[src/common/cpmu_pkg.sv]
// constants and types of the core performance counter unit
package cpmu_pkg;
    localparam int unsigned CPMU_GP_NUM       = 4;
    localparam int unsigned CPMU_FX_NUM       = 3;
    localparam int unsigned CPMU_CW           = 48;
    localparam int unsigned CPMU_PW           = 6;
    localparam logic [15:0] CPMU_ADR_FILT0    = 16'h01a6;
    localparam logic [15:0] CPMU_ADR_FILT1    = 16'h01a7;
    localparam logic [63:0] CPMU_FILT_RST     = 64'h0;
    localparam logic [7:0]  CPMU_PM_VERSION   = 8'h04;
    localparam logic [7:0]  CPMU_GP_COUNT     = 8'h04;
    localparam logic [4:0]  CPMU_FX_COUNT     = 5'h03;
    localparam logic [7:0]  CPMU_CNT_WIDTH    = 8'h30;
    localparam int unsigned CPMU_EDX_ANY_DEPR = 15;
    localparam logic [3:0]  CPMU_REC_FMT      = 4'h3;
    localparam logic [7:0]  CPMU_REC_APPL_OFS = 8'h90;
    localparam logic [7:0]  CPMU_REC_DLA_OFS  = 8'h98;
    localparam logic [7:0]  CPMU_REC_STP_OFS  = 8'hc0;
    localparam logic [3:0]  CPMU_SMP_APPL     = 4'h1;
    localparam int unsigned CPMU_GST_FX_LSB   = 32;
    localparam int unsigned CPMU_GST_TRACE    = 55;
    localparam int unsigned CPMU_GST_BRL_FRZ  = 58;
    localparam int unsigned CPMU_GST_COUNTERS_FROZEN_FLAG  = 59;
    localparam int unsigned CPMU_GST_SMP_OVF  = 62;
    localparam logic [63:0] CPMU_GST_MASK     = 64'h4c80_0007_0000_000f;
    localparam logic [63:0] CPMU_GST_RST      = 64'h0;
    localparam logic [1:0]  CPMU_SRC_RAW      = 2'h0;
    localparam logic [1:0]  CPMU_SRC_FILT0    = 2'h1;
    localparam logic [1:0]  CPMU_SRC_FILT1    = 2'h2;

    typedef struct packed {
        logic [24:0] rsvd_hi;
        logic        pend_weight;
        logic [20:0] resp_detail;
        logic        any_resp;
        logic [15:0] req_type;
    } cpmu_filt_t;

    typedef struct packed {
        logic [15:0] addr;
        logic        wr;
        logic        rd;
        logic [63:0] wdata;
    } cpmu_msr_req_t;
endpackage

[src/cpmu_top.sv]
// core performance counter unit with off-chip reply filters
module cpmu_top
    import cpmu_pkg::*;
(
    // clock and reset
    input  wire logic                sys_clk_i,
    input  wire logic                reset_i,
    // model-specific register access
    input  wire cpmu_msr_req_t       msr_req_i,
    output logic                     msr_ack_o,
    output logic                     msr_err_o,
    output logic [63:0]              msr_rdata_o,
    // counter configuration
    input  wire logic [3:0]          gp_en_i,
    input  wire logic [3:0]          gp_all_cpus_i,
    input  wire logic [7:0]          gp_src_i,
    input  wire logic [3:0]          gp_load_i,
    input  wire logic [47:0]         load_val_i,
    input  wire logic [2:0]          fx_en_i,
    input  wire logic                frz_ctr_on_irq_i,
    input  wire logic                frz_brl_on_irq_i,
    input  wire logic                sample_en_i,
    // core events
    input  wire logic [3:0]          gp_event_i,
    input  wire logic [2:0]          fx_event_i,
    input  wire logic                req_start_i,
    input  wire logic [15:0]         req_start_type_i,
    input  wire logic                req_done_i,
    input  wire logic [15:0]         req_done_type_i,
    input  wire logic                sample_buf_ovf_i,
    input  wire logic                trace_buf_ovf_i,
    input  wire logic [63:0]         stamp_i,
    // global overflow status
    input  wire logic [63:0]         ovf_clear_i,
    input  wire logic [63:0]         ovf_force_i,
    output logic [63:0]              global_status_o,
    output logic [6:0]               counter_busy_o,
    output logic                     overflow_irq_o,
    output logic                     branch_log_frozen_o,
    // counts
    output logic [3:0][47:0]         gp_count_o,
    output logic [2:0][47:0]         fx_count_o,
    // sample request
    output logic                     sample_req_o,
    output logic [3:0]               sample_appl_o,
    output logic [63:0]              sample_stamp_o,
    output logic [3:0]               sample_fmt_o,
    output logic [7:0]               sample_stamp_ofs_o,
    // identification
    output logic [31:0]              id_eax_o,
    output logic [31:0]              id_edx_o
);

    //--------------------------------------------------------------
    // declarations
    //--------------------------------------------------------------
    cpmu_filt_t         filt0_r;
    cpmu_filt_t         filt1_r;
    logic               ack_r;
    logic               err_r;
    logic [63:0]        rdata_r;
    logic               hit0;
    logic               hit1;
    logic [5:0]         pend_r;
    logic               st0;
    logic               dn0;
    logic               st1;
    logic [47:0]        f0_inc;
    logic [47:0]        f1_inc;
    logic [3:0][47:0]   gp_cnt_r;
    logic [3:0][47:0]   gp_inc;
    logic [3:0]         gp_run;
    logic [3:0]         gp_ovf;
    logic [2:0][47:0]   fx_cnt_r;
    logic [2:0]         fx_run;
    logic [2:0]         fx_ovf;
    logic [63:0]        gst_r;
    logic [63:0]        gst_set;
    logic               irq_evt;
    logic               counters_frozen_flag;
    logic               irq_r;
    logic               smp_r;
    logic [63:0]        smp_stamp_r;

    //--------------------------------------------------------------
    // register access
    //--------------------------------------------------------------
    assign hit0 = msr_req_i.addr == CPMU_ADR_FILT0;
    assign hit1 = msr_req_i.addr == CPMU_ADR_FILT1;

    always_ff @(posedge sys_clk_i) begin
        if (reset_i) begin
            filt0_r <= CPMU_FILT_RST;
            filt1_r <= CPMU_FILT_RST;
        end else if (msr_req_i.wr) begin
            if (hit0) begin
                filt0_r <= msr_req_i.wdata;
            end
            if (hit1) begin
                filt1_r <= msr_req_i.wdata;
            end
        end
    end

    always_ff @(posedge sys_clk_i) begin
        if (reset_i) begin
            ack_r   <= 1'b0;
            err_r   <= 1'b0;
            rdata_r <= 64'h0;
        end else begin
            ack_r   <= msr_req_i.wr | msr_req_i.rd;
            err_r   <= (msr_req_i.wr | msr_req_i.rd) & ~(hit0 | hit1);
            if (msr_req_i.rd && hit0) begin
                rdata_r <= filt0_r;
            end else if (msr_req_i.rd && hit1) begin
                rdata_r <= filt1_r;
            end else begin
                rdata_r <= 64'h0;
            end
        end
    end

    assign msr_ack_o   = ack_r;
    assign msr_err_o   = err_r;
    assign msr_rdata_o = rdata_r;

    //--------------------------------------------------------------
    // reply filters
    //--------------------------------------------------------------
    assign st0 = req_start_i & |(req_start_type_i & filt0_r.req_type);
    assign dn0 = req_done_i & |(req_done_type_i & filt0_r.req_type);
    assign st1 = req_start_i & |(req_start_type_i & filt1_r.req_type);

    // outstanding requests of the filter zero type, saturating
    always_ff @(posedge sys_clk_i) begin
        if (reset_i) begin
            pend_r <= 6'h00;
        end else if (st0 && !dn0 && pend_r != 6'h3f) begin
            pend_r <= pend_r + 6'h01;
        end else if (dn0 && !st0 && pend_r != 6'h00) begin
            pend_r <= pend_r - 6'h01;
        end
    end

    always_comb begin
        if (filt0_r.pend_weight) begin
            f0_inc = {42'h0, pend_r};
        end else begin
            f0_inc = {47'h0, st0 & filt0_r.any_resp};
        end
    end

    assign f1_inc = {47'h0, st1 & filt1_r.any_resp};

    //--------------------------------------------------------------
    // general counters
    //--------------------------------------------------------------
    assign counters_frozen_flag = gst_r[CPMU_GST_COUNTERS_FROZEN_FLAG];

    for (genvar i = 0; i < CPMU_GP_NUM; i++) begin : g_gp
        logic [48:0] sum;

        // qualifier input has no effect on counting
        always_comb begin
            unique case (gp_src_i[2*i +: 2])
                CPMU_SRC_RAW: gp_inc[i] = {47'h0, gp_event_i[i]};
                CPMU_SRC_FILT0: gp_inc[i] = f0_inc;
                CPMU_SRC_FILT1: gp_inc[i] = f1_inc;
                default: gp_inc[i] = 48'h0;
            endcase
        end

        assign gp_run[i] = gp_en_i[i] & ~counters_frozen_flag;
        assign sum       = {1'b0, gp_cnt_r[i]} + {1'b0, gp_inc[i]};
        assign gp_ovf[i] = gp_run[i] & ~gp_load_i[i] & sum[48];

        always_ff @(posedge sys_clk_i) begin
            if (reset_i) begin
                gp_cnt_r[i] <= 48'h0;
            end else if (gp_load_i[i]) begin
                gp_cnt_r[i] <= load_val_i;
            end else if (gp_run[i]) begin
                gp_cnt_r[i] <= sum[47:0];
            end
        end
    end

    //--------------------------------------------------------------
    // fixed counters
    //--------------------------------------------------------------
    for (genvar j = 0; j < CPMU_FX_NUM; j++) begin : g_fx
        assign fx_run[j] = fx_en_i[j] & fx_event_i[j] & ~counters_frozen_flag;
        assign fx_ovf[j] = fx_run[j] & (&fx_cnt_r[j]);

        always_ff @(posedge sys_clk_i) begin
            if (reset_i) begin
                fx_cnt_r[j] <= 48'h0;
            end else if (fx_run[j]) begin
                fx_cnt_r[j] <= fx_cnt_r[j] + 48'h1;
            end
        end
    end

    assign gp_count_o     = gp_cnt_r;
    assign fx_count_o     = fx_cnt_r;
    assign counter_busy_o = {fx_en_i, gp_en_i};

    //--------------------------------------------------------------
    // global overflow status
    //--------------------------------------------------------------
    assign irq_evt = |{gp_ovf, fx_ovf};

    always_comb begin
        gst_set = 64'h0;
        gst_set[3:0] = gp_ovf;
        gst_set[CPMU_GST_FX_LSB +: 3] = fx_ovf;
        gst_set[CPMU_GST_TRACE] = trace_buf_ovf_i;
        gst_set[CPMU_GST_SMP_OVF] = sample_buf_ovf_i;
        gst_set[CPMU_GST_COUNTERS_FROZEN_FLAG] = irq_evt & frz_ctr_on_irq_i;
        gst_set[CPMU_GST_BRL_FRZ] = irq_evt & frz_brl_on_irq_i;
    end

    // set and force win over clear
    always_ff @(posedge sys_clk_i) begin
        if (reset_i) begin
            gst_r <= CPMU_GST_RST;
        end else begin
            gst_r <= ((gst_r & ~ovf_clear_i) | gst_set | ovf_force_i)
                     & CPMU_GST_MASK;
        end
    end

    always_ff @(posedge sys_clk_i) begin
        if (reset_i) begin
            irq_r <= 1'b0;
        end else begin
            irq_r <= irq_evt;
        end
    end

    assign global_status_o     = gst_r;
    assign overflow_irq_o      = irq_r;
    assign branch_log_frozen_o = gst_r[CPMU_GST_BRL_FRZ];

    //--------------------------------------------------------------
    // sample request, counter zero only
    //--------------------------------------------------------------
    always_ff @(posedge sys_clk_i) begin
        if (reset_i) begin
            smp_r     <= 1'b0;
            smp_stamp_r <= 64'h0;
        end else begin
            smp_r <= sample_en_i & (gp_ovf[0] | ovf_force_i[0]);
            if (sample_en_i && (gp_ovf[0] || ovf_force_i[0])) begin
                smp_stamp_r <= stamp_i;
            end
        end
    end

    assign sample_req_o       = smp_r;
    assign sample_appl_o      = CPMU_SMP_APPL;
    assign sample_stamp_o     = smp_stamp_r;
    assign sample_fmt_o       = CPMU_REC_FMT;
    assign sample_stamp_ofs_o = CPMU_REC_STP_OFS;

    //--------------------------------------------------------------
    // identification
    //--------------------------------------------------------------
    always_comb begin
        id_eax_o = {8'h0, CPMU_CNT_WIDTH, CPMU_GP_COUNT,
                    CPMU_PM_VERSION};
        id_edx_o = {19'h0, CPMU_CNT_WIDTH, CPMU_FX_COUNT};
        id_edx_o[CPMU_EDX_ANY_DEPR] = 1'b0;
    end
endmodule

[config.mk]
export PLATFORM = sky130hd
export DESIGN_NAME = cpmu_top
export DESIGN_NICKNAME = d
export VERILOG_FILES = /design/src/common/cpmu_pkg.sv /design/src/cpmu_top.sv
export SDC_FILE = /design/constraint.sdc
export NUM_CORES = 1
export LEC_CHECK = 0
export BUFFER_PORTS_ARGS = -buffer_cell sky130_fd_sc_hd__buf_4
export CAP_MARGIN = 20
export CORE_AREA = 2 2 394 396
export CTS_CLUSTER_SIZE = 8
export DETAILED_ROUTE_END_ITERATION = 8
export DIE_AREA = 0 0 396 398
export GPL_TIMING_DRIVEN = 1
export PLACE_DENSITY_LB_ADDON = 0.05
export REMOVE_ABC_BUFFERS = 1
export SLEW_MARGIN = 15
export SYNTH_ARGS = -nofsm -noshare
export SYNTH_HDL_FRONTEND = slang
export SYNTH_SLANG_ARGS = --single-unit
[constraint.sdc]
create_clock -name sys_clk_i -period 11.3 [get_ports sys_clk_i]
set_input_delay 1.695 -clock sys_clk_i [delete_from_list [all_inputs] [get_ports sys_clk_i]]
set_output_delay 1.695 -clock sys_clk_i [all_outputs]
set_load 0.01 [all_outputs]
; ---- Yosys cells after proc, flatten, opt, wreduce, memory -nomap -nowiden
; Index checks and enable logic that the tools add are counted.
[word_totals]
inputBits = 393
ff_bits = 613
wordCells = 137
[classes]
n_eq_ne = 11
bitwise = 46
addsub = 9
reduce_logical = 29
mux = 17
[ops]
columns = operator, n
row1 = 48-bit one-hot mux with 3 select lines, 4
row2 = 48-bit 2-to-1 mux, 8
row3 = 48-bit by 48-bit adder with 49-bit output, 4
row4 = 48-bit by 1-bit adder with 48-bit output (second input constant), 3
row5 = 48-bit AND reduction, 3
row6 = 64-bit 2-to-1 mux, 2
row7 = 63-bit OR, 2
row8 = 63-bit AND, 1
row9 = 63-bit NOT, 1
row10 = 16-bit AND, 3
row11 = 16-bit OR reduction, 3
row12 = 16-bit by 9-bit == test with 1-bit output (second input constant), 2
row13 = 1-bit AND, 30
row14 = 6-bit 2-to-1 mux, 3
row15 = 2-bit nonzero test, 5
row16 = 2-bit by 1-bit == test with 1-bit output (second input constant), 4
row17 = 2-bit == test (second input constant), 4
row18 = 2-bit logical NOT, 4
row19 = 1-bit logical AND, 7
row20 = 7-bit OR reduction, 1
row21 = 6-bit by 1-bit adder with 6-bit output (second input constant), 1
row22 = 6-bit inequality test (second input constant), 1
row23 = 1-bit NOT, 6
row24 = 6-bit nonzero test, 1
row25 = 5 further kinds, 9

; ---- Depth between registers and ports, before layout
; Gate-level depths: netlist of the first run.
[depth]
word_depth = 12
depth_mapped = 18

; ---- Worst setup path before layout of the first run
; OpenSTA, ideal clock, no wires.
[synth_timing]
kind = input port to flip-flop
startpoint = input port req_start_type_i[1]
endpoint = register gst_r[58], in the netlist global_status_o[58]
setup_slack_ps = 6444
arrival_ps = 4723
path_buffers = 0
stages = 17
setup_ps = 132
required_ps = 11168
path_cell_list = a22o_1 > a221oi_1 > nand4_1 > nand2_1 > o21ai_0 > mux2i_1 > o21ai_0 > ha_1 > inv_1 > fa_1 > nor2b_1 > o31a_1 > o31ai_2 > nor4_1 > a2111o_1 > o31ai_1 > a21oi_1
[synth_via]
elab_chain_cells = 12
word_cells_on_any_way = 25
[synth_lines]
columns = item, line
row1 = from (decl), cpmu_top.sv:27  ; input wire logic [15:0] req_start_type_i,
row2 = 16-bit AND, cpmu_top.sv:130  ; assign st0 = req_start_i & |(req_start_type_i & filt0_r.req_type);
row3 = 16-bit OR reduction, cpmu_top.sv:130
row4 = 1-bit AND, cpmu_top.sv:130
row5 = 1-bit AND, cpmu_top.sv:149  ; f0_inc = {47'h0, st0 & filt0_r.any_resp};
row6 = 6-bit 2-to-1 mux, cpmu_top.sv:146  ; if (filt0_r.pend_weight) begin
row7 = 48-bit one-hot mux with 3 select lines, cpmu_top.sv:165  ; unique case (gp_src_i[2*i +: 2])
row8 = 48-bit by 48-bit adder with 49-bit output, cpmu_top.sv:174  ; assign sum = {1'b0, gp_cnt_r[i]} + {1'b0, gp_inc[i]};
row9 = 1-bit AND, cpmu_top.sv:175  ; assign gp_ovf[i] = gp_run[i] & ~gp_load_i[i] & sum[48];
row10 = 7-bit OR reduction (*), cpmu_top.sv:211  ; assign irq_evt = |{gp_ovf, fx_ovf};
row11 = 1-bit AND (*), cpmu_top.sv:220  ; gst_set[CPMU_GST_BRL_FRZ] = irq_evt & frz_brl_on_irq_i;
row12 = 63-bit OR (*) (2 in series), cpmu_top.sv:228  ; gst_r <= ((gst_r & ~ovf_clear_i) | gst_set | ovf_force_i)
row13 = to (signal assigned), cpmu_top.sv:228
row14 = to (decl), cpmu_top.sv:77  ; logic [63:0] gst_r;
; Mark *: on every way between the ends. The rest lies on a longest branch, timed or not.
; A chain may end at the register's enable or synchronous reset.

; ---- Worst setup path in the final report of the first run
[layout_timing]
startpoint = input port req_start_type_i[1]
endpoint = register smp_stamp_r[60], in the netlist sample_stamp_o[60]
[layout_via]
elab_chain_cells = 10
word_cells_on_any_way = 14
[layout_lines]
columns = item, line
row1 = 16-bit AND, cpmu_top.sv:130
row2 = 16-bit OR reduction, cpmu_top.sv:130
row3 = 1-bit AND, cpmu_top.sv:130
row4 = 1-bit AND, cpmu_top.sv:149
row5 = 6-bit 2-to-1 mux, cpmu_top.sv:146
row6 = 48-bit one-hot mux with 3 select lines (*), cpmu_top.sv:165
row7 = 48-bit by 48-bit adder with 49-bit output (*), cpmu_top.sv:174
row8 = 1-bit AND (*), cpmu_top.sv:175
row9 = 1-bit logical OR (*), cpmu_top.sv:254  ; if (sample_en_i && (gp_ovf[0] || ovf_force_i[0])) begin
row10 = 1-bit logical AND (*), cpmu_top.sv:254
row11 = to (signal assigned), cpmu_top.sv:255  ; smp_stamp_r <= stamp_i;
row12 = to (decl), cpmu_top.sv:83  ; logic [63:0] smp_stamp_r;
; Marks and branches as above.

==> results of run 1 <==
==> stage by stage <==
stage	area [sq um]	setup slack, ns	power [mW]	instances	util
final	39000	4.76	5.50	6286	0.254
after global routing	38900	4.24	5.76	6276	0.254
after CTS	38900	4.65	5.64	6275	0.254
after detailed placement	36200	3.88	2.88	6149	0.236
after global placement	36200	3.86	2.88	6148	0.236
after floorplan	27600	2.73	2.52	3300	-
==> area by class of cell <==
cell class | instances | area, sq um
Antenna cell | 11 | 27.5
Multi-Input combinational cell | 2591 | 15000
Tap cell | 2044 | 2560
Inverter | 96 | 360
Fill cell | 16903 | 114000
Clock buffer | 117 | 2470
Clock inverter | 9 | 231
Timing Repair Buffer | 805 | 6060
Sequential cell | 613 | 12300
==> sequential cells by signal (all words and copies together) (netlist names) <==
name             cells
gp_count_o         192
filt1_r             64
sample_stamp_o      64
overflow_irq_o       1
msr_ack_o            1
filt0_r             64
fx_count_o         144
msr_rdata_o         64
global_status_o     11
pend_r               6
sample_req_o         1
msr_err_o            1
==> per-layer routing <==
metal | track usage | vias up
li1 | - | 13109
met1 | 0.214 | 12595
met2 | 0.267 | 669
met3 | 0.0696 | 173
met4 | 0.0433 | 30
met5 | 0 | -
==> cells by family (layout without fill, tap and decap cells) <==
family | after synthesis | after routing | synth area share
buf+inv | 416 | 1027 | 0.0757
fa+ha+maj | 36 | 36 | 0.0169
compound gates | 581 | 581 | 0.126
other cells | 2 | 144 | 0.000260
mux | 106 | 106 | 0.0368
xor+xnor | 291 | 291 | 0.0882
flops | 613 | 613 | 0.425
simple gates | 1444 | 1444 | 0.231
==> worst paths after layout <==
check                           start                              end  slack, ns
min reg2reg  filt0_r[33]$_SDFFE_PP0P_         filt0_r[33]$_SDFFE_PP0P_       0.45
max               req_start_type_i[1]  sample_stamp_o[60]$_SDFFE_PP0P_       4.76
max reg2reg  filt0_r[12]$_SDFFE_PP0P_  sample_stamp_o[60]$_SDFFE_PP0P_       5.52
min          filt0_r[33]$_SDFFE_PP0P_         filt0_r[33]$_SDFFE_PP0P_       0.45
==> synthesized netlist by cell type (all sizes together), types with 4 or more instances <==
| cell type | n |
|---|---|
| mux2i | 106 |
| nand4 | 91 |
| nor4b | 6 |
| nand3 | 102 |
| or4 | 5 |
| o211ai | 5 |
| a22oi | 64 |
| o21a | 20 |
| nor4 | 41 |
| and4 | 23 |
| a211oi | 95 |
| o21ai | 79 |
| o31a | 6 |
| o21bai | 6 |
| clkbuf | 124 |
| ha | 31 |
| a21oi | 240 |
| nor2 | 518 |
| inv | 94 |
| a221oi | 22 |
| o31ai | 5 |
| and3 | 32 |
| nand2b | 12 |
| a22o | 12 |
| nand2 | 433 |
| xnor2 | 137 |
| fa | 5 |
| or2 | 13 |
| nand4b | 6 |
| nand3b | 6 |
| nor3b | 4 |
| and2 | 21 |
| nor3 | 83 |
| a21o | 5 |
| nor2b | 13 |
| or3 | 30 |
| dfxtp | 613 |
| xor2 | 154 |
| buf | 196 |
==> critical path: stages <==
cell and delay (ns):
buf_4 0.11, a22o_1 0.22, a221oi_1 0.27, nand4_1 0.30, nand2_1 0.24, o21ai_0 0.28, mux2i_1 0.21, o21ai_0 0.15
ha_1 0.25, fa_1 0.43, a21oi_1 0.30, o21ai_1 0.22, nand4_2 0.20, nor4_2 0.07, buf_4 0.19, o21ai_4 0.77
buf_4 0.79, mux2i_1 0.26, nor2_1 0.06
==> power groups by stage <==
stage | clock [mW] | sequential (mW) | combinational [mW]
2_1_floorplan | 0 | 2.35 | 0.167
3_3_place_gp | 0 | 2.35 | 0.539
3_5_place_dp | 0 | 2.35 | 0.538
4_1_cts | 2.80 | 2.30 | 0.540
5_1_grt | 2.87 | 2.31 | 0.577
6_report | 2.68 | 2.30 | 0.526
==> results_dict.tcl, run 1 <==
set metrics [dict create \
    grt_max_degree 132 \
    arrival_ns 7.09 \
    postCtsResizedCells 0 \
    track_usage 0.170 \
    min_path_cells 2 \
    synth_top_area_cell "dfxtp_1" \
    seq_area_frac_synth 0.425 \
    vias 26576 \
    tightest_slew_ns 1.03 \
    layout_common_cells "buf_4, dfxtp_1, nor2_1" \
    grt_antenna_before_repair 26 \
    fmax_mhz 153 \
    final_common_cell "buf_4" \
    min_period_ns 6.54 \
    port_buffers 769 \
    ant_nets 0 \
    overflow 0 \
    crit_required_ns 11.85 \
    start_util 0.188 \
    ys_top_cells_by_area "dfxtp_1, nor2_1, nand2_1" \
    io_pins 1013 \
    p_int_mw 4.00 \
    powerDensity_nw_per_um2 141 \
    power_leakage_nw 15.9 \
    drtIter0Drc 1253 \
    fp.dieH_um 398 \
    route.met3.wl_um 12200 \
    synth_top_area_share 0.425 \
    yosysWarnings 0 \
    comb_power_share 0.096 \
    clockBufferDepth 3 \
    path_max_fanout 44 \
    maxSlewHeadroom 0.311 \
    outcome "finished, final reports clean" \
    slew_viol_final 0 \
    setup_viol 0 \
    start_kind "input pin" \
    htree_levels 3 \
    dpl.hpwl_um 105000 \
    cp-end-kind "register" \
    gp_congestion 0.771 \
    drtPass1Iterations 7 \
    power.switching_mw 1.51 \
    drc 0 \
    dieArea_sq_um 158000 \
    ir_worst_vdd_mv 0.118 \
    ys_seq_elements 613 \
    area_delta_synth_final_pct 34.8 \
    via_per_inst 4.23 \
    top_layer_used "met5" \
    clockRootBuffer "clkbuf_16" \
    cts_tree "done" \
    cts_buffers 91 \
    dieWidth_um 396 \
    synthCells 3489 \
    ys_types 76 \
    hold_viol 0 \
    wl_met1_um 60900 \
    rows 144 \
    p_seq_frac 0.418 \
    synth_enable_flop_cells 0 \
    yosys_most_used_dff "dfxtp_1" \
    finalCritPeriodShare 0.579 \
    routedWlPerCell_um 22.1 \
    clockPowerShare 0.486 \
    synth.avg_cell_area_sq_um 8.28 \
    whs_ns 0.451 \
    sw_frac_of_total 0.274 \
    postCtsSetupRepairBufs 0 \
    nets 4627 \
    ff2ff_path_depth 18 \
    synthArstFlopShare 0 \
    grt_pass1_vias 26345 \
    grt_pass1_wl_um 196000 \
    hold_buffers 0 \
    rsz0062_at_grt "no" \
    drive_gt1_frac 0.228 \
    core_sq_um 153000 \
    wl_met2_um 62600 \
    fin_skew_ns 0.0537 \
    drv_cap 0 \
    clkSinkCount 613 \
    clkTransAtPathRegs_ns 0.05 \
    clk_latency_ns 0.71 \
    wl_um 139000 \
    crit_type "input pin to register" \
    min_path_type "register to register" \
    setup_tns_ns 0 \
    syn_area_sq_um 28900 \
]
Power figures use the tool's default switching activity.
==> run 2, diff against run 1 <==
Clock period 11.3 ns to 5.4 ns, I/O delays scaled along.
==> run 2 against run 1 <==
Total power is 110% higher. Sequential share of layout area decreased by 0.13 points. Register-to-register slack got worse by 4.9 ns. Critical path type is now register to register. Largest power group unchanged.
==> results_dict.tcl, run 2 (synthesized netlist as in run 1, its figures left out) <==
set metrics [dict create \
    reg2reg_from "filt0_r[1]$_SDFFE_PP0P_" \
    postCtsSetupRepairBufs 0 \
    layout_common_cells "buf_4, dfxtp_1, nor2_1" \
    clkSinkCount 613 \
    vias 26818 \
    powerDensity_nw_per_um2 293 \
    slew_viol_final 0 \
    port_buffers 769 \
    postCtsResizedCells 0 \
    rows 144 \
    clockPowerShare 0.483 \
    core_sq_um 153000 \
    dieArea_sq_um 158000 \
    setup_tns_ns 0 \
    outcome "finished, final reports clean" \
    max_stage_delay_ns 0.92 \
    gp_congestion 0.765 \
    whs_ns 0.339 \
    drc 0 \
    track_usage 0.172 \
    cp_num_buf_inv 2 \
    hold_buffers 0 \
    final_common_cell "buf_4" \
    start_kind "register" \
    drtIter0Drc 1284 \
    timing.critical_path.from "filt0_r[1]$_SDFFE_PP0P_" \
    cts_buffers 91 \
    cp_common_cell "o21ai_0" \
    drive_gt1_frac 0.230 \
    fin_skew_ns 0.0382 \
    min_path_type "input pin to register" \
    worstHoldStart "ovf_force_i[2]" \
    clockRootBuffer "clkbuf_16" \
    power.switching_mw 3.14 \
    nets 4642 \
    drtPass1Iterations 5 \
    p_seq_frac 0.420 \
    min_period_ns 4.79 \
    crit_chain "a22o_1 -> a221oi_1 -> nand4_1 -> nand2_1 -> o21ai_0 -> buf_4 -> mux2i_1 -> o21ai_0 -> ha_1 -> inv_1 -> fa_1 -> nor2b_1 -> o31a_1 -> o2111ai_1 -> o22ai_1 -> o31ai_1 -> a21oi_1" \
    path_max_fanout 6 \
    routedWlPerCell_um 22.5 \
    drv_cap 0 \
    io_pins 1013 \
    via_per_inst 4.25 \
    crit_type "register to register" \
    grt_antenna_before_repair 22 \
    rsz0062_at_grt "no" \
    grt_pass1_vias 26459 \
    finalCritPeriodShare 0.888 \
    start_util 0.188 \
    dpl.hpwl_um 107000 \
    sw_frac_of_total 0.273 \
    ant_nets 0 \
    grt_pass1_wl_um 198000 \
    cp-end-kind "register" \
    area_delta_synth_final_pct 35.4 \
    dieWidth_um 396 \
    crit_family "compound AO/OA/AOI/OAI gates" \
    setup_viol 0 \
    overflow 0 \
    p_int_mw 8.34 \
    hold_viol 0 \
    maxSlewHeadroom 0.260 \
    tightest_slew_ns 1.11 \
    largest_reg_flops 192 \
    clkTransAtPathRegs_ns 0.05 \
    clockBufferDepth 3 \
    crit_required_ns 6.02 \
    fp.dieH_um 398 \
    power_leakage_nw 16.0 \
    ir_worst_vdd_mv 0.213 \
    clk_latency_ns 0.71 \
    comb_power_share 0.097 \
    htree_levels 3 \
    cts_tree "done" \
    crit_slowest_cell "o22ai_1" \
    fmax_mhz 209 \
    wl_um 142000 \
    arrival_ns 5.41 \
    grt_max_degree 144 \
]
[run 2: layout make-up]
| class | count | area, sq um |
|---|---|---|
| Fill cell | 16908 | 114000 |
| Sequential cell | 613 | 12300 |
| Antenna cell | 13 | 32.5 |
| Clock inverter | 8 | 156 |
| Clock buffer | 118 | 2470 |
| Multi-Input combinational cell | 2591 | 15000 |
| Inverter | 96 | 360 |
| Timing Repair Buffer | 820 | 6300 |
| Tap cell | 2044 | 2560 |
[run 2: power by group through the flow]
stage / Clock, mW / Combinational (mW) / Sequential, mW
detailed placement: 0 / 1.14 / 4.91
global placement: 0 / 1.14 / 4.91
CTS: 5.84 / 1.14 / 4.82
floorplan: 0 / 0.350 / 4.92
finish: 5.55 / 1.11 / 4.82
global route: 5.98 / 1.22 / 4.83
[run 2: final timing paths]
kind	endpoint	slack, ns	cells past startpoint
setup / recovery	global_status_o[58]$_SDFF_PP0_	0.61	17
hold / removal	global_status_o[2]$_SDFF_PP0_	0.34	3
setup reg to reg	global_status_o[58]$_SDFF_PP0_	0.61	17
hold reg to reg	filt0_r[47]$_SDFFE_PP0P_	0.45	2
[run 2: tightest hold or removal path, cell delays in order]
cell    delay (ns)
buf_4         0.08
nor3_1        0.04
nor2_1        0.07
[run 2: per-layer routing]
layer  vias to the layer above  wire length [um]  global-route usage
met5                         -               123                   0
met4                        20              2430              0.0420
met2                       711             65000               0.274
li1                      13141                 -                   -
met3                       146             11900              0.0634
met1                     12800             62500               0.220
[run 2: metrics by stage]
stage / setup slack [ns] / util / cell area, sq um / total power, mW / std cells
2_1_floorplan: -2.28 / - / 27600 / 5.27 / 3300
4_1_cts: 0.650 / 0.255 / 39100 / 11.8 / 6290
3_5_place_dp: 0.0763 / 0.238 / 36500 / 6.05 / 6164
6_report: 0.606 / 0.255 / 39100 / 11.5 / 6303
3_3_place_gp: 0.185 / 0.238 / 36500 / 6.06 / 6163
5_1_grt: 0.303 / 0.255 / 39100 / 12.0 / 6294
==> run 3, diff against run 2 <==
Settings changed: CORE_AREA 2 2 394 396 to 2 2 390 392, CTS_BUF_LIST from default to sky130_fd_sc_hd__clkbuf_4 sky130_fd_sc_hd__clkbuf_8, DIE_AREA 0 0 396 398 to 0 0 392 394.
==> run 3 against run 2 <==
Die area fell by 2.0%. Non-clock buffer count fell by 6. Clock skew rose by 0.021 ns. Critical path type unchanged.
==> results_dict.tcl, run 3 (synthesized netlist as in run 1, its figures left out) <==
set metrics [dict create \
    dpl.hpwl_um 106000 \
    powerDensity_nw_per_um2 290 \
    drtIter0Drc 1304 \
    worst_r2r_endpoint "global_status_o[58]$_SDFF_PP0_" \
    slew_viol_final 0 \
    clkSinkCount 613 \
    area_delta_synth_final_pct 35.4 \
    start_util 0.192 \
    worstHoldStart "ovf_force_i[2]" \
    clk_latency_ns 0.87 \
    start_kind "register" \
    crit_type "register to register" \
    power.switching_mw 3.22 \
    rows 143 \
    max_stage_delay_ns 0.62 \
    grt_pass1_wl_um 199000 \
    io_pins 1013 \
    tightest_slew_ns 1.13 \
    wl_um 141000 \
    cts_buffers 135 \
    comb_power_share 0.097 \
    final_common_cell "buf_4" \
    crit_required_ns 6.12 \
    outcome "finished, final reports clean" \
    rsz0062_at_grt "no" \
    path_max_fanout 4 \
    drc 0 \
    clockBufferDepth 3 \
    utilization 0.260 \
    core_sq_um 151000 \
    hold_viol 0 \
    fmax_mhz 213 \
    min_path_type "input pin to register" \
    fin_cells 6393 \
    clockPowerShare 0.478 \
    crit_family "compound AO/OA/AOI/OAI gates" \
    largest_reg_flops 192 \
    via_per_inst 4.24 \
    nets 4680 \
    dp.cells 6144 \
    ff2ff_setup_slack_ns 0.70 \
    min_path_cells 3 \
    fin_skew_ns 0.0592 \
    dieWidth_um 392 \
    postCtsResizedCells 0 \
    drtPass1Iterations 5 \
    min_to "global_status_o[2]$_SDFF_PP0_" \
    layout_common_cells "buf_4, dfxtp_1, nor2_1" \
    grt_pass1_vias 27045 \
    hold_buffers 0 \
    clkTransAtPathRegs_ns 0.05 \
    dp_worst_setup_slack_ns 0.108 \
    power_leakage_nw 16.1 \
    maxSlewHeadroom 0.250 \
    crit_slowest_cell "a2111o_1" \
    reg2reg_from "filt0_r[11]$_SDFFE_PP0P_" \
    routedWlPerCell_um 22.0 \
    p_seq_frac 0.425 \
    track_usage 0.177 \
    wl_met2_um 63300 \
    setup_viol 0 \
    ant_nets 0 \
    arrival_ns 5.42 \
    fin_ws_ns 0.705 \
    drv_cap 0 \
    clockRootBuffer "clkbuf_8" \
    htree_levels 4 \
    finalCritPeriodShare 0.870 \
    whs_ns 0.178 \
    gp_congestion 0.782 \
    fp.dieH_um 394 \
    route.met3.wl_um 14200 \
    wl_met1_um 59200 \
    top_layer_used "met5" \
    cp_num_buf_inv 2 \
    sw_frac_of_total 0.284 \
    port_buffers 769 \
    cp-end-kind "register" \
    min_period_ns 4.70 \
    p_int_mw 8.11 \
    grt_antenna_before_repair 41 \
    crit_chain "a22o_1 -> a221oi_1 -> nand4_1 -> nand2_1 -> o21ai_0 -> buf_4 -> mux2i_1 -> o21ai_0 -> ha_1 -> fa_1 -> a21oi_1 -> o21ai_1 -> nand4_2 -> nor4_2 -> buf_4 -> a2111o_1 -> o31ai_1 -> a21oi_1" \
    dieArea_sq_um 154000 \
    overflow 0 \
    vias 27122 \
    grt_max_degree 151 \
    postCtsSetupRepairBufs 0 \
    ff2ff_path_depth 18 \
    ir_worst_vdd_mv 0.142 \
    drive_gt1_frac 0.251 \
    cts_tree "done" \
]
==> run 3: cell types whose count changed in the layout (fill, tap and decap cells not counted), moves of 4 or more <==
cell | before | now
clkbuf_1 | 18 | 0
clkbuf_4 | 0 | 62
clkbuf_16 | 91 | 0
buf_12 | 11 | 7
clkbuf_8 | 9 | 150
inv_8 | 0 | 4
diode_2 | 13 | 21
==> run 3: worst register-to-register path, stage by stage (launching register included) <==
cell and delay (ns):
dfxtp_1 0.38, a22o_1 0.24, a221oi_1 0.26, nand4_1 0.26
nand2_1 0.16, o21ai_0 0.10, buf_4 0.16, mux2i_1 0.12
o21ai_0 0.15, ha_1 0.26, fa_1 0.43, a21oi_1 0.27
o21ai_1 0.21, nand4_2 0.19, nor4_2 0.07, buf_4 0.19
a2111o_1 0.63, o31ai_1 0.37, a21oi_1 0.11
==> run 3: power groups by stage <==
stage          logic [mW]  clock network, mW  registers (mW)
2_1_floorplan       0.350                  0            4.92
3_3_place_gp         1.13                  0            4.91
3_5_place_dp         1.13                  0            4.91
4_1_cts              1.13               5.72            4.81
5_1_grt              1.21               5.89            4.83
6_report             1.10               5.42            4.81
==> run 3: worst max-delay path by stage <==
stage	startpoint	end	slack [ns]	cells past startpoint
CTS	filt0_r[11]$_SDFFE_PP0P_	global_status_o[58]$_SDFF_PP0_	0.65	18
detailed placement	req_start_type_i[7]	global_status_o[58]$_SDFF_PP0_	0.11	19
finish	filt0_r[11]$_SDFFE_PP0P_	global_status_o[58]$_SDFF_PP0_	0.70	18
global route	filt0_r[11]$_SDFFE_PP0P_	global_status_o[58]$_SDFF_PP0_	0.35	18
floorplan	req_start_type_i[1]	sample_stamp_o[0]$_SDFFE_PP0P_	-2.28	16
global placement	req_start_type_i[7]	global_status_o[59]$_SDFF_PP0_	0.17	19
==> run 3: stage by stage <==
step | total power [mW] | area, sq um | setup TNS, ns
finish | 11.3 | 39100 | 0
global route | 11.9 | 39100 | 0
CTS | 11.7 | 39100 | 0
detailed placement | 6.04 | 36400 | 0
global placement | 6.04 | 36400 | 0
floorplan | 5.27 | 27600 | -148.16
==> run 3: layout make-up <==
cell class	instances	area [sq um]
Multi-Input combinational cell	2591	15000
Sequential cell	613	12300
Tap cell	2030	2540
Antenna cell	21	52.6
Clock inverter	16	184
Inverter	96	360
Clock buffer	212	2530
Timing Repair Buffer	814	6210
Fill cell	16816	112000
==> run 3: metal layers <==
metal | vias up | global-route usage
met5 | - | 0.00125
met3 | 209 | 0.0846
met1 | 12858 | 0.211
met4 | 40 | 0.0595
met2 | 739 | 0.277
li1 | 13276 | -
